[src/rtl/safety_supervisor_map.svh]
`ifndef SAFETY_SUPERVISOR_MAP_SVH
`define SAFETY_SUPERVISOR_MAP_SVH

// register byte offsets
`define REG_CTRL        8'h00
`define REG_CMD         8'h04
`define REG_MARGIN      8'h08
`define REG_STATUS      8'h0C
`define REG_FAULT       8'h10

// reset values
`define CTRL_RST        9'h000
`define MARGIN_RST      16'h0100

// control fields
`define CTRL_STARTED    0
`define CTRL_SAVE_BUSY  1
`define CTRL_MODE_LO    2
`define CTRL_ERROR      5
`define CTRL_WARNING    6
`define CTRL_WDOG_EN    7
`define CTRL_W          9

// command bits, write-only pulses
`define CMD_SAVE_OK     0
`define CMD_SAVE_FAIL   1
`define CMD_DOOR_REL    2
`define CMD_ESTOP_REL   3
`define CMD_LOW_PWR     4
`define CMD_HIGH_PWR    5

// detector inputs, one bit each
`define DET_ENC_LOSS    0
`define DET_OVERLOAD    1
`define DET_TORQUE      2
`define DET_SPEED       3
`define DET_SPEED_OVF   4
`define DET_CHECKSUM    5
`define DET_OVERHEAT    6
`define DET_RLY_WELD    7
`define DET_RLY_JUNC    8
`define DET_RLY_OPEN    9
`define DET_OVERVOLT    10
`define DET_AC_DROP     11
`define DET_XCHECK      12
`define DET_TEMP        13
`define DET_FAN         14
`define DET_W           15
// sticky fault bits beyond the detectors
`define FLT_WDOG        15
`define FLT_POS         16
`define FLT_W           17
// faults that fire the brake: all but temperature and fan
`define FLT_BRAKE_MASK  17'h19FFF

// timing
`define CLK_KHZ         125000
`define SAVE_SHOW_MS    2000
`define BLINK_HALF_MS   250
`define WDOG_TIMEOUT_MS 100

`endif

[src/rtl/safety_supervisor_pkg.sv]
package safety_supervisor_pkg;

  typedef enum logic [2:0] {
    MODE_IDLE    = 3'b000,
    MODE_TEACH   = 3'b001,
    MODE_AUTO    = 3'b010,
    MODE_PROGRAM = 3'b011,
    MODE_TEST    = 3'b100,
    MODE_RECOVER = 3'b101
  } op_mode_t;

  typedef enum logic [1:0] {
    PWR_NORMAL   = 2'b00,
    PWR_LOW      = 2'b01,
    PWR_PROHIBIT = 2'b10,
    PWR_ESTOP    = 2'b11
  } pwr_state_t;

endpackage

[src/rtl/sync_2ff.sv]
`timescale 1ns/1ns
// two-stage synchroniser; first stage is read only by the second
module sync_2ff #(
  parameter int W = 1
) (
  input  wire logic         clk_i,
  input  wire logic         srst_i,
  input  wire logic [W-1:0] d_i,
  output logic      [W-1:0] q_o
);

  logic [W-1:0] meta;

  // reset to idle level so nothing trips during reset
  always_ff @(posedge clk_i) begin
    if (srst_i) begin
      meta <= '0;
      q_o  <= '0;
    end else begin
      meta <= d_i;
      q_o  <= meta;
    end
  end

endmodule

[src/rtl/safety_supervisor.sv]
`timescale 1ns/1ns
`include "safety_supervisor_map.svh"

// Functional notes
// - blink teach, auto, program until startup done
// - blink teach, auto, program while saving status
// - save success: three lamps on 2 s, error off
// - save failure: all four lamps on 2 s
// - error steady, warning blinks, estop lamp follows
// - mode lamps blink; test mode lights teach steadily
// - recovery: error, teach, program on, auto off
// - supply drop lights teach and auto steadily
// - emergency stop cuts motor power at once
// - door open latches prohibit until closed, released
// - door open: teach plus enable allows low power
// - power-change command forces low power always
// - estop and drive faults fire dynamic brake
// - position error beyond margin fires brake
// - relay weld, junction, open faults fire brake
// - overvoltage and supply drop fire brake
// - watchdog expiry or cross-check mismatch fires brake
// - temperature and fan faults flagged, no brake
module safety_supervisor #(
  parameter int unsigned BLINK_HALF_CYCLES = `BLINK_HALF_MS * `CLK_KHZ,
  parameter int unsigned SAVE_SHOW_CYCLES  = `SAVE_SHOW_MS * `CLK_KHZ,
  parameter int unsigned WDOG_CYCLES       = `WDOG_TIMEOUT_MS * `CLK_KHZ
) (
  input  wire logic              CLK_SYS_I,
  input  wire logic              SRST_I,
  // axi4-lite slave
  input  wire logic [7:0]        AXI_AWADDR_I,
  input  wire logic              AXI_AWVALID_I,
  output logic                   AXI_AWREADY_O,
  input  wire logic [31:0]       AXI_WDATA_I,
  input  wire logic [3:0]        AXI_WSTRB_I,
  input  wire logic              AXI_WVALID_I,
  output logic                   AXI_WREADY_O,
  output logic [1:0]             AXI_BRESP_O,
  output logic                   AXI_BVALID_O,
  input  wire logic              AXI_BREADY_I,
  input  wire logic [7:0]        AXI_ARADDR_I,
  input  wire logic              AXI_ARVALID_I,
  output logic                   AXI_ARREADY_O,
  output logic [31:0]            AXI_RDATA_O,
  output logic [1:0]             AXI_RRESP_O,
  output logic                   AXI_RVALID_O,
  input  wire logic              AXI_RREADY_I,
  // pins from switches, detectors and motor processor
  input  wire logic [1:0]        ESTOP_I,
  input  wire logic              DOOR_OPEN_I,
  input  wire logic              TEACH_SEL_I,
  input  wire logic              ENABLE_SW_I,
  input  wire logic              WDOG_KICK_I,
  input  wire logic [`DET_W-1:0] DETECT_I,
  // positions from the servo logic on this clock
  input  wire logic [15:0]       POS_CMD_I,
  input  wire logic [15:0]       POS_ACT_I,
  // relays and lamps
  output logic                   MOTOR_PWR_O,
  output logic                   MOTION_EN_O,
  output logic                   LOW_POWER_O,
  output logic                   DBRAKE_O,
  output logic                   LED_ERROR_O,
  output logic                   LED_ESTOP_O,
  output logic                   LED_TEACH_O,
  output logic                   LED_AUTO_O,
  output logic                   LED_PROG_O
);

  localparam int PIN_W = 6 + `DET_W;

  // pin synchronisation
  logic [PIN_W-1:0]  pins_sync;
  logic [1:0]        estop_s;
  logic              door_s;
  logic              teach_s;
  logic              enable_s;
  logic              kick_s;
  logic [`DET_W-1:0] det_s;

  sync_2ff #(.W(PIN_W)) u_pin_sync (
    .clk_i  (CLK_SYS_I),
    .srst_i (SRST_I),
    .d_i    ({ESTOP_I, DOOR_OPEN_I, TEACH_SEL_I, ENABLE_SW_I, WDOG_KICK_I, DETECT_I}),
    .q_o    (pins_sync)
  );

  assign {estop_s, door_s, teach_s, enable_s, kick_s, det_s} = pins_sync;

  // register state
  logic [`CTRL_W-1:0]   ctrl;
  logic [15:0]          margin;
  logic [`FLT_W-1:0]    fault;
  safety_supervisor_pkg::pwr_state_t pwr_state;
  safety_supervisor_pkg::pwr_state_t next_pwr_state;
  safety_supervisor_pkg::op_mode_t   mode;

  // ---------------- axi4-lite slave ----------------
  logic        aw_full;
  logic        w_full;
  logic [7:0]  aw_addr;
  logic [31:0] w_data;
  logic [3:0]  w_strb;
  logic [1:0]  b_resp;
  logic        b_valid;
  logic [31:0] r_data;
  logic [1:0]  r_resp;
  logic        r_valid;

  wire        aw_take  = AXI_AWVALID_I & AXI_AWREADY_O;
  wire        w_take   = AXI_WVALID_I & AXI_WREADY_O;
  wire        ar_take  = AXI_ARVALID_I & AXI_ARREADY_O;
  wire        wr_fire  = aw_full & w_full & ~b_valid;
  wire [31:0] wmask    = {{8{w_strb[3]}}, {8{w_strb[2]}}, {8{w_strb[1]}}, {8{w_strb[0]}}};
  wire        wr_ctrl  = wr_fire & (aw_addr == `REG_CTRL);
  wire        wr_cmd   = wr_fire & (aw_addr == `REG_CMD);
  wire        wr_marg  = wr_fire & (aw_addr == `REG_MARGIN);
  wire        wr_flt   = wr_fire & (aw_addr == `REG_FAULT);
  wire        wr_known = wr_ctrl | wr_cmd | wr_marg | wr_flt | (aw_addr == `REG_STATUS);

  // one write at a time: address and data freed as the response is raised; the next write waits until it is taken
  assign AXI_AWREADY_O = ~aw_full;
  assign AXI_WREADY_O  = ~w_full;
  assign AXI_BVALID_O  = b_valid;
  assign AXI_BRESP_O   = b_resp;
  assign AXI_ARREADY_O = ~r_valid;
  assign AXI_RVALID_O  = r_valid;
  assign AXI_RDATA_O   = r_data;
  assign AXI_RRESP_O   = r_resp;

  always_ff @(posedge CLK_SYS_I) begin
    if (SRST_I) begin
      aw_full <= 1'b0;
      w_full  <= 1'b0;
      aw_addr <= 8'h00;
      w_data  <= 32'h0000_0000;
      w_strb  <= 4'h0;
    end else begin
      if (aw_take) begin
        aw_full <= 1'b1;
        aw_addr <= AXI_AWADDR_I;
      end else if (wr_fire) begin
        aw_full <= 1'b0;
      end
      if (w_take) begin
        w_full <= 1'b1;
        w_data <= AXI_WDATA_I;
        w_strb <= AXI_WSTRB_I;
      end else if (wr_fire) begin
        w_full <= 1'b0;
      end
    end
  end

  // write response; unmapped address answers slverr
  always_ff @(posedge CLK_SYS_I) begin
    if (SRST_I) begin
      b_valid <= 1'b0;
      b_resp  <= 2'b00;
    end else if (wr_fire) begin
      b_valid <= 1'b1;
      b_resp  <= wr_known ? 2'b00 : 2'b10;
    end else if (AXI_BREADY_I) begin
      b_valid <= 1'b0;
    end
  end

  // read mux
  logic [31:0] status_word;
  logic [31:0] rd_mux;
  logic        rd_known;

  assign status_word = {22'h000000, ~door_s, |estop_s, DBRAKE_O, pwr_state,
                        LED_PROG_O, LED_AUTO_O, LED_TEACH_O, LED_ESTOP_O, LED_ERROR_O};
  assign rd_known = (AXI_ARADDR_I == `REG_CTRL) | (AXI_ARADDR_I == `REG_CMD) |
                    (AXI_ARADDR_I == `REG_MARGIN) | (AXI_ARADDR_I == `REG_STATUS) |
                    (AXI_ARADDR_I == `REG_FAULT);
  assign rd_mux = (AXI_ARADDR_I == `REG_CTRL)   ? {23'h000000, ctrl} :
                  (AXI_ARADDR_I == `REG_MARGIN) ? {16'h0000, margin} :
                  (AXI_ARADDR_I == `REG_STATUS) ? status_word :
                  (AXI_ARADDR_I == `REG_FAULT)  ? {15'h0000, fault} : 32'h0000_0000;

  // read data registered, valid the cycle after the address is taken
  always_ff @(posedge CLK_SYS_I) begin
    if (SRST_I) begin
      r_valid <= 1'b0;
      r_data  <= 32'h0000_0000;
      r_resp  <= 2'b00;
    end else if (ar_take) begin
      r_valid <= 1'b1;
      r_data  <= rd_mux;
      r_resp  <= rd_known ? 2'b00 : 2'b10;
    end else if (AXI_RREADY_I) begin
      r_valid <= 1'b0;
    end
  end

  // ---------------- software registers ----------------
  logic [5:0] cmd;

  assign cmd  = wr_cmd ? w_data[5:0] & wmask[5:0] : 6'h00;
  assign mode = safety_supervisor_pkg::op_mode_t'(ctrl[`CTRL_MODE_LO +: 3]);

  always_ff @(posedge CLK_SYS_I) begin
    if (SRST_I) begin
      ctrl   <= `CTRL_RST;
      margin <= `MARGIN_RST;
    end else begin
      if (wr_ctrl) begin
        ctrl <= (ctrl & ~wmask[`CTRL_W-1:0]) | (w_data[`CTRL_W-1:0] & wmask[`CTRL_W-1:0]);
      end
      if (wr_marg) begin
        margin <= (margin & ~wmask[15:0]) | (w_data[15:0] & wmask[15:0]);
      end
    end
  end

  // ---------------- fault detection ----------------
  logic              kick_q;
  logic [31:0]       wdog_cnt;
  logic              wdog_exp;
  logic [16:0]       pos_diff;
  logic [15:0]       pos_abs;
  logic              pos_err;
  logic [`FLT_W-1:0] fault_set;
  logic [`FLT_W-1:0] fault_next;
  logic              brake_next;

  assign pos_diff = {1'b0, POS_CMD_I} - {1'b0, POS_ACT_I};
  assign pos_abs  = pos_diff[16] ? 16'(~pos_diff[15:0] + 16'h0001) : pos_diff[15:0];
  assign pos_err  = pos_abs > margin;
  assign wdog_exp = ctrl[`CTRL_WDOG_EN] & (wdog_cnt >= WDOG_CYCLES);

  // watchdog restarts on each rising kick from the motor processor
  always_ff @(posedge CLK_SYS_I) begin
    if (SRST_I) begin
      kick_q   <= 1'b0;
      wdog_cnt <= 32'h0000_0000;
    end else begin
      kick_q <= kick_s;
      if (~ctrl[`CTRL_WDOG_EN] | (kick_s & ~kick_q)) begin
        wdog_cnt <= 32'h0000_0000;
      end else if (~wdog_exp) begin
        wdog_cnt <= wdog_cnt + 32'h0000_0001;
      end
    end
  end

  // sticky faults: a set in the same cycle as a write-one-to-clear wins
  assign fault_set  = {pos_err, wdog_exp, det_s};
  assign fault_next = (fault & ~(wr_flt ? w_data[`FLT_W-1:0] & wmask[`FLT_W-1:0]
                                        : {`FLT_W{1'b0}})) | fault_set;
  // brake held while a latched fault inside FLT_BRAKE_MASK stands, so it cannot chatter on a noisy detector
  assign brake_next = |estop_s | (|(fault_next & `FLT_BRAKE_MASK));

  always_ff @(posedge CLK_SYS_I) begin
    if (SRST_I) begin
      fault    <= {`FLT_W{1'b0}};
      DBRAKE_O <= 1'b0;
    end else begin
      fault    <= fault_next;
      DBRAKE_O <= brake_next;
    end
  end

  // ---------------- power state ----------------
  wire door_bypass = door_s & teach_s & enable_s;

  always_comb begin
    next_pwr_state = pwr_state;
    if (|estop_s) begin
      next_pwr_state = safety_supervisor_pkg::PWR_ESTOP;
    end else begin
      unique case (pwr_state)
        safety_supervisor_pkg::PWR_NORMAL: begin
          if (door_s) begin
            next_pwr_state = safety_supervisor_pkg::PWR_PROHIBIT;
          end else if (cmd[`CMD_LOW_PWR]) begin
            next_pwr_state = safety_supervisor_pkg::PWR_LOW;
          end
        end
        safety_supervisor_pkg::PWR_LOW: begin
          if (door_s & ~door_bypass) begin
            next_pwr_state = safety_supervisor_pkg::PWR_PROHIBIT;
          end else if (cmd[`CMD_HIGH_PWR] & ~door_s & ~cmd[`CMD_LOW_PWR]) begin
            next_pwr_state = safety_supervisor_pkg::PWR_NORMAL;
          end
        end
        safety_supervisor_pkg::PWR_PROHIBIT: begin
          // leaving needs both a closed door and an explicit release
          if (~door_s & cmd[`CMD_DOOR_REL]) begin
            next_pwr_state = safety_supervisor_pkg::PWR_LOW;
          end
        end
        safety_supervisor_pkg::PWR_ESTOP: begin
          // restart from estop lands in low power, or in prohibit while the door is open
          if (cmd[`CMD_ESTOP_REL]) begin
            next_pwr_state = door_s ? safety_supervisor_pkg::PWR_PROHIBIT
                                    : safety_supervisor_pkg::PWR_LOW;
          end
        end
      endcase
    end
  end

  // relay outputs follow the next state so estop acts in the same edge
  always_ff @(posedge CLK_SYS_I) begin
    if (SRST_I) begin
      pwr_state   <= safety_supervisor_pkg::PWR_ESTOP;
      MOTOR_PWR_O <= 1'b0;
      MOTION_EN_O <= 1'b0;
      LOW_POWER_O <= 1'b1;
    end else begin
      pwr_state   <= next_pwr_state;
      MOTOR_PWR_O <= next_pwr_state != safety_supervisor_pkg::PWR_ESTOP;
      MOTION_EN_O <= (next_pwr_state != safety_supervisor_pkg::PWR_ESTOP) &
                     (door_bypass |
                      (next_pwr_state != safety_supervisor_pkg::PWR_PROHIBIT));
      LOW_POWER_O <= next_pwr_state != safety_supervisor_pkg::PWR_NORMAL;
    end
  end

  // ---------------- lamps ----------------
  logic [31:0] blink_cnt;
  logic        blink;
  logic [31:0] show_cnt;
  logic        show_fail;
  logic        show_on;

  // one shared blink phase for every lamp
  always_ff @(posedge CLK_SYS_I) begin
    if (SRST_I) begin
      blink_cnt <= 32'h0000_0000;
      blink     <= 1'b0;
    end else if (blink_cnt >= BLINK_HALF_CYCLES - 1) begin
      blink_cnt <= 32'h0000_0000;
      blink     <= ~blink;
    end else begin
      blink_cnt <= blink_cnt + 32'h0000_0001;
    end
  end

  // save result shown for a fixed time; a new result restarts it
  always_ff @(posedge CLK_SYS_I) begin
    if (SRST_I) begin
      show_cnt  <= 32'h0000_0000;
      show_fail <= 1'b0;
    end else if (cmd[`CMD_SAVE_OK] | cmd[`CMD_SAVE_FAIL]) begin
      show_cnt  <= SAVE_SHOW_CYCLES;
      show_fail <= cmd[`CMD_SAVE_FAIL];
    end else if (show_on) begin
      show_cnt <= show_cnt - 32'h0000_0001;
    end
  end

  assign show_on = show_cnt != 32'h0000_0000;

  logic [4:0] lamps; // error, estop, teach, auto, program

  // priority: startup, save result, save busy, then live status
  always_comb begin
    lamps = 5'b00000;
    if (~ctrl[`CTRL_STARTED]) begin
      lamps = {2'b00, {3{blink}}};
    end else if (show_on) begin
      lamps = {show_fail, 4'b0111};
    end else if (ctrl[`CTRL_SAVE_BUSY]) begin
      lamps = {2'b00, {3{blink}}};
    end else begin
      lamps[4] = ctrl[`CTRL_ERROR] | (ctrl[`CTRL_WARNING] & blink);
      lamps[3] = pwr_state == safety_supervisor_pkg::PWR_ESTOP;
      if (det_s[`DET_AC_DROP]) begin
        lamps[2:0] = 3'b110;
      end else if (mode == safety_supervisor_pkg::MODE_RECOVER) begin
        lamps[4]   = 1'b1;
        lamps[2:0] = 3'b101;
      end else if (mode == safety_supervisor_pkg::MODE_TEST) begin
        lamps[2:0] = 3'b100;
      end else begin
        lamps[2] = (mode == safety_supervisor_pkg::MODE_TEACH) & blink;
        lamps[1] = (mode == safety_supervisor_pkg::MODE_AUTO) & blink;
        lamps[0] = (mode == safety_supervisor_pkg::MODE_PROGRAM) & blink;
      end
    end
  end

  always_ff @(posedge CLK_SYS_I) begin
    if (SRST_I) begin
      {LED_ERROR_O, LED_ESTOP_O, LED_TEACH_O, LED_AUTO_O, LED_PROG_O} <= 5'b00000;
    end else begin
      {LED_ERROR_O, LED_ESTOP_O, LED_TEACH_O, LED_AUTO_O, LED_PROG_O} <= lamps;
    end
  end

endmodule

[config.mk]
export PLATFORM = sky130hd
export DESIGN_NAME = safety_supervisor
export DESIGN_NICKNAME = d
export VERILOG_FILES = /design/src/rtl/safety_supervisor_pkg.sv /design/src/rtl/sync_2ff.sv /design/src/rtl/safety_supervisor.sv
export VERILOG_INCLUDE_DIRS = /design/src /design/src/rtl
export SDC_FILE = /design/constraint.sdc
export NUM_CORES = 1
export LEC_CHECK = 0
export ABC_CLOCK_PERIOD_IN_PS = 5510
export BUFFER_PORTS_ARGS = -buffer_cell sky130_fd_sc_hd__buf_2
export CAP_MARGIN = 20
export CELL_PAD_IN_SITES_DETAIL_PLACEMENT = 1
export CELL_PAD_IN_SITES_GLOBAL_PLACEMENT = 2
export CORE_UTILIZATION = 31
export DETAILED_ROUTE_END_ITERATION = 7
export GPL_TIMING_DRIVEN = 0
export MAX_ROUTING_LAYER = met4
export PLACE_DENSITY_LB_ADDON = 0.1
export RECOVER_POWER = 50
export SETUP_SLACK_MARGIN = 0.05
export SLEW_MARGIN = 20
export SYNTH_ARGS = -nofsm -noshare
export SYNTH_HDL_FRONTEND = slang
export SYNTH_SLANG_ARGS = --single-unit
[constraint.sdc]
create_clock -name CLK_SYS_I -period 5.51 [get_ports CLK_SYS_I]
set_clock_uncertainty 0.2 [all_clocks]
set_input_delay 0.8265 -clock CLK_SYS_I [delete_from_list [all_inputs] [get_ports CLK_SYS_I]]
set_output_delay 0.8265 -clock CLK_SYS_I [all_outputs]
set_load 0.02 [all_outputs]
# Word level (Yosys, flattened, before mapping)
# Index checks and enable logic that the tools add are counted.
[word_totals] register_bits=262 output_inout_bits=50 wordCells=170
[classes] add_sub_neg=5 magnitude_cmp=3 eq_ne=18 mux=35 bitwise_logic=60 reduce_logical=17
[op_table] operator="2-to-1 mux 17 bit" n=5
[op_table] operator="adder 32 x 1 -> 32 bit (second input constant)" n=2
[op_table] operator="2-to-1 mux 28 bit" n=2
[op_table] operator="bitwise AND 17 bit" n=2
[op_table] operator="bitwise AND 16 bit" n=2
[op_table] operator="== test 8 x 4 -> 1 bit (second input constant)" n=4
[op_table] operator="greater-or-equal comparator 32 x 24 -> 1 bit (second input constant)" n=1
[op_table] operator="greater-or-equal comparator 32 x 25 -> 1 bit (second input constant)" n=1
[op_table] operator="inverter 16 bit" n=2
[op_table] operator="nonzero test 32 bit" n=1
[op_table] operator="subtractor 32 x 1 -> 32 bit (second input constant)" n=1
[op_table] operator="bitwise AND 1 bit" n=22
[op_table] operator="2-to-1 mux 2 bit" n=10
[op_table] operator="bitwise AND 9 bit" n=2
[op_table] operator="inverter 17 bit" n=1
[op_table] operator="OR 17 bit" n=1
[op_table] operator="subtractor 16 x 16 -> 17 bit" n=1
[op_table] operator="adder 16 x 1 -> 16 bit (second input constant)" n=1
[op_table] operator="== test 8 x 3 -> 1 bit (second input constant)" n=2
[op_table] operator="== test 8 x 5 -> 1 bit (second input constant)" n=2
[op_table] operator="greater-than comparator 16 bit" n=1
[op_table] operator="logical NOT 8 bit" n=2
[op_table] operator="2-to-1 mux 16 bit" n=1
[op_table] operator="OR 16 bit" n=1
[op_table] operator="21 further kinds" n=68

# Longest topological paths before layout
[depth] depth_word=13 depth_mapped=22

# Modules after synthesis
# Synthesis repeated with hierarchy kept, for this count alone.
[hier_totals] cells_unflattened=1302 area_unflattened_um2=11126.9
[modules_own_cells] module="safety_supervisor" instances=1 cells_per_inst=1214 area_per_inst_um2=10003.3 seq_area_each_um2=4063.9
[modules_own_cells] module="sync_2ff" instances=1 cells_per_inst=88 area_per_inst_um2=1123.6 seq_area_each_um2=840.8

# Least setup slack after synthesis
# Ideal clock, no wire load.
[synth_timing] kind="input to register" start="input POS_CMD_I[0]" end="register DBRAKE_O" t_arrival_ns=5.148 path_slack_ns=0.023 cell_stages=22 path_buffers=1 cell_sequence="inv_1 > ha_1 > inv_1 > fa_1 > a21o_1 > a221oi_4 > nor2_1 > o41ai_1 > o21ai_0 > a31oi_1 > buf_2 > nand2_1 > xor2_1 > ha_1 > a21o_1 > a21o_1 > a21o_1 > a21o_1 > a211o_1 > a221oi_1 > a2bb2oi_1 > a31oi_1"
[synth_via] elab_chain_cells=8
[synth_rtl] element="start, declared" line="safety_supervisor.sv:56" rtl="input wire logic [15:0] POS_CMD_I,"
[synth_rtl] element="subtractor 16 x 16 -> 17 bit *" line="safety_supervisor.sv:229" rtl="assign pos_diff = {1'b0, POS_CMD_I} - {1'b0, POS_ACT_I};"
[synth_rtl] element="inverter 16 bit" line="safety_supervisor.sv:230" rtl="assign pos_abs = pos_diff[16] ? 16'(~pos_diff[15:0] + 16'h0001) : pos_diff[15:0];"
[synth_rtl] element="adder 16 x 1 -> 16 bit" line="safety_supervisor.sv:230"
[synth_rtl] element="2-to-1 mux 16 bit *" line="safety_supervisor.sv:230"
[synth_rtl] element="greater-than comparator 16 bit *" line="safety_supervisor.sv:231" rtl="assign pos_err = pos_abs > margin;"
[synth_rtl] element="OR 17 bit *" line="safety_supervisor.sv:251" rtl="assign fault_next = (fault & ~(wr_flt ? w_data[`FLT_W-1:0] & wmask[`FLT_W-1:0]"
[synth_rtl] element="OR reduction 15 bit *" line="safety_supervisor.sv:254" rtl="assign brake_next = |estop_s | (|(fault_next & `FLT_BRAKE_MASK));"
[synth_rtl] element="OR 1 bit *" line="safety_supervisor.sv:254"
[synth_rtl] element="end signal, assigned" line="safety_supervisor.sv:262" rtl="DBRAKE_O <= brake_next;"
[synth_rtl] element="end, declared" line="safety_supervisor.sv:62" rtl="output logic DBRAKE_O,"
# Every way passes the cells marked *; elsewhere a longest branch is shown, timed or not.
# A chain may end at the register's enable or synchronous reset.

# Worst setup path in the final report
# Ends and elaborated chain as after synthesis.

==> run_results.csv <==
group,metric,value,unit
yosys,yosys.area.top_type_share,0.442,
worst_setup_path,cp.arrival,5290,ps
worst_setup_path,cp_slowest_cell,"o41ai_2",
sta,slew_violations,0,
place,gp_congestion,0.786,
yosys,synth_cells,1326,
clocking,htree_levels,1,
worst_setup_path,rrSetupSlack,1880,ps
worst_setup_path,startpoint_type,"input port",
yosys,syn_area,0.0111,mm^2
sta,post-route-period-util,0.927,
clocking,ctsHoldBuffers,0,
min_path,worstHoldPathCells,1,
floorplanning,dieWidth,191,um
yosys,ys_ff_latch,245,
worst_setup_path,crit_family,"compound AO/OA/AOI/OAI gates",
clocking,insertion_delay,540,ps
yosys,synth_edf_count,0,
grt,grt_overflow_total,0,
layout,syn_to_final_growth,21.0,%
worst_setup_path,reg2reg_from,"aw_addr[0]",
sta,setup-tns-final,0,ps
grt,grt_pass1_wl,53000,um
yosys,ys_async_sr_fraction,0,
grt,grt_pass1_vias,9869,
floorplanning,die_h,191,um
drt,routed_wl,33000,um
min_path,min_from,"u_pin_sync.meta[14]",
power,pwr-share-comb,0.222,
worst_setup_path,crit_top_cell,"a21o_1",
yosys,ys_seq_area_frac,0.442,
sta,slew_headroom,0.243,
clocking,clk_pin_slew,60,ps
place,dp_hpwl,25000,um
drt,vias,9601,
worst_setup_path,cp.depth,23,
yosys,synth_common_cells,"dfxtp_1 (245), nand2_1 (177), nor2_1 (155), a21oi_1 (118), xnor2_1 (55)",
drt,wl_per_cell,16.6,um
floorplanning,die_area,0.0365,mm^2
layout,nets,1659,
power,swShare,0.295,
power,switching_power,1.55,mW
drt,ant_nets,0,
clocking,cts_tree,"done",
drt,drtPass1Iterations,4,
worst_setup_path,required,5690,ps
worst_setup_path,cp_max_fo,10,
worst_setup_path,end_kind,"flop",
drt,vias_per_cell,4.84,
yosys,yosysTopAreaCell,"dfxtp_1",
power,clkPwrFrac,0.386,
min_path,whs_endpoint,"u_pin_sync.q_o[14]",
place,port_buffers,126,
grt,grtUsageTotal,0.188,
clocking,clockRootBuffer,"clkbuf_16",
job,maxCapViolations,0,
yosys,yosys_warnings,0,
sta,grt_setup_unrepaired,"false",
yosys,yosysMostFrequentCell,"dfxtp_1",
floorplanning,pin_count,162,
drt,first_iter_violations,309,
worst_setup_path,path_buf_inv,4,
grt,grt_max_degree,14,
floorplanning,row_count,68,
layout,fin_cells,1985,
clocking,clock_sinks,245,
min_path,hold_path.class,"reg -> reg",
power,ir_drop,0.223,mV
status,status,"complete, no violations",
clocking,cts_buffers,29,
layout,final_layout_size_suffix_gt1_frac,0.121,
worst_setup_path,worst-setup-path-type,"in -> reg",
grt,antenna_found_initial,0,
power,pwr-share-seq,0.392,
worst_setup_path,reg2reg_depth,9,
floorplanning,core,0.0349,mm^2
sta,setup-violations-final,0,
power,p_int,3.70,mW
sta,fmax,196,MHz
place,place_inst,1930,
worst_setup_path,critical_path.max_stage_delay,420,ps
layout,fill_cells,4255,
yosys,avgSynthCellArea,8.36,um^2
drt,drc,0,
sta,hold_viol,0,
yosys,synthFlopType,"dfxtp_1",
power,pwr_density_cell,391,mW/mm^2
floorplanning,initial_core_util,0.318,
clocking,clockBufferDepth,3,
sta,timing.final.crit_period,5110,ps
layout,n_antenna_cell,0,
yosys,ys_top_cells_by_area,"dfxtp_1 (44%), nand2_1 (6.0%), a21oi_1 (5.3%)",
layout,final_core_util,0.385,
worst_setup_path,rr_endpoint,"DBRAKE_O",
worst_setup_path,path_cells,"buf_2 > inv_1 > ha_1 > inv_1 > fa_1 > a21o_1 > a221oi_4 > nor2_1 > o41ai_2 > o21ai_1 > a31oi_2 > buf_6 > nand2_1 > xor2_1 > ha_1 > a21o_1 > a21o_1 > a21o_1 > a21o_1 > a211o_1 > a221oi_2 > a2bb2oi_2 > a31oi_1",
power,total_leakage_power,5.18,nW
sta,worst_pin_slew,1130,ps
yosys,synth.distinct_cells,63,
-- logic make-up (layout without fill, tap and decap cells) --
| logic type | after synthesis | after routing | synth area share |
|---|---|---|---|
| XOR/XNOR | 94 | 94 | 0.0742 |
| buffers and inverters | 121 | 302 | 0.0476 |
| multiplexers | 9 | 9 | 0.00812 |
| adder cells (fa/ha/maj) | 38 | 38 | 0.0435 |
| flip-flops | 245 | 245 | 0.442 |
| other | 1 | 24 | 0.000338 |
| AO/OA/AOI/OAI | 243 | 243 | 0.137 |
| AND/OR/NAND/NOR | 575 | 575 | 0.247 |
-- power groups by stage --
stage          Combinational (mW)  Clock, mW  Sequential [mW]
2_1_floorplan               0.893          0             2.06
3_3_place_gp                 1.13          0             2.09
3_5_place_dp                 1.16          0             2.10
4_1_cts                      1.18       2.08             2.06
5_1_grt                      1.33       2.15             2.08
6_report                     1.17       2.02             2.06
-- worst max path at each step --
stage	from	endpoint	slack [ps]
after floorplan	POS_CMD_I[0]	DBRAKE_O	60
after global placement	POS_CMD_I[0]	DBRAKE_O	-770
after detailed placement	POS_CMD_I[0]	DBRAKE_O	-830
after CTS	POS_CMD_I[0]	DBRAKE_O	150
after global routing	POS_CMD_I[0]	DBRAKE_O	60
final	POS_CMD_I[0]	DBRAKE_O	400
-- cells in the final DEF (no fill, tap or decap), types with 22 or more instances in the layout --
master	count
dfxtp_1	245
nand2_1	177
nor2_1	155
a21oi_1	118
buf_2	94
clkbuf_1	85
xnor2_1	55
nor2b_1	52
inv_1	51
nor3_1	39
xor2_1	39
ha_1	37
clkbuf_16	29
nand3_1	28
nand4_1	26
conb_1	24
o21ai_0	22
-- metrics by stage --
stage               hold slack (ps)  total power [mW]  area (um^2)  worst slack (ps)
floorplan                       213              2.96        11200              57.6
global placement                221              3.23        12400              -772
detailed placement              227              3.26        12400              -827
CTS                             239              5.32        13400               149
global route                    255              5.56        13400              57.8
finish                          235              5.25        13400               404
-- routing by layer --
layer	part of all wire	track usage
met3	0.030	0.0242
met1	0.46	0.235
met2	0.49	0.321
met5	0	-
met4	0.020	0.0440
-- area by class of cell --
class / count / area [um^2] / area share
inverters: 52 / 195 / 0.0145
repair buffers: 129 / 612 / 0.0456
clock buffers: 41 / 861 / 0.0642
clock inverters: 11 / 165 / 0.0123
plain buffers: 69 / 339 / 0.0253
flip-flops and latches: 245 / 4900 / 0.366
well taps: 455 / 569 / 0.0424
multi-input cells: 983 / 5770 / 0.430
-- timing repair --
action | CTS | global route
pin swaps | 1 | 3
buffers inserted | 1 | 2
endpoints found under the setup margin | 2 | 2
gates resized for setup | 2 | 6
Power figures use the tool's default switching activity.
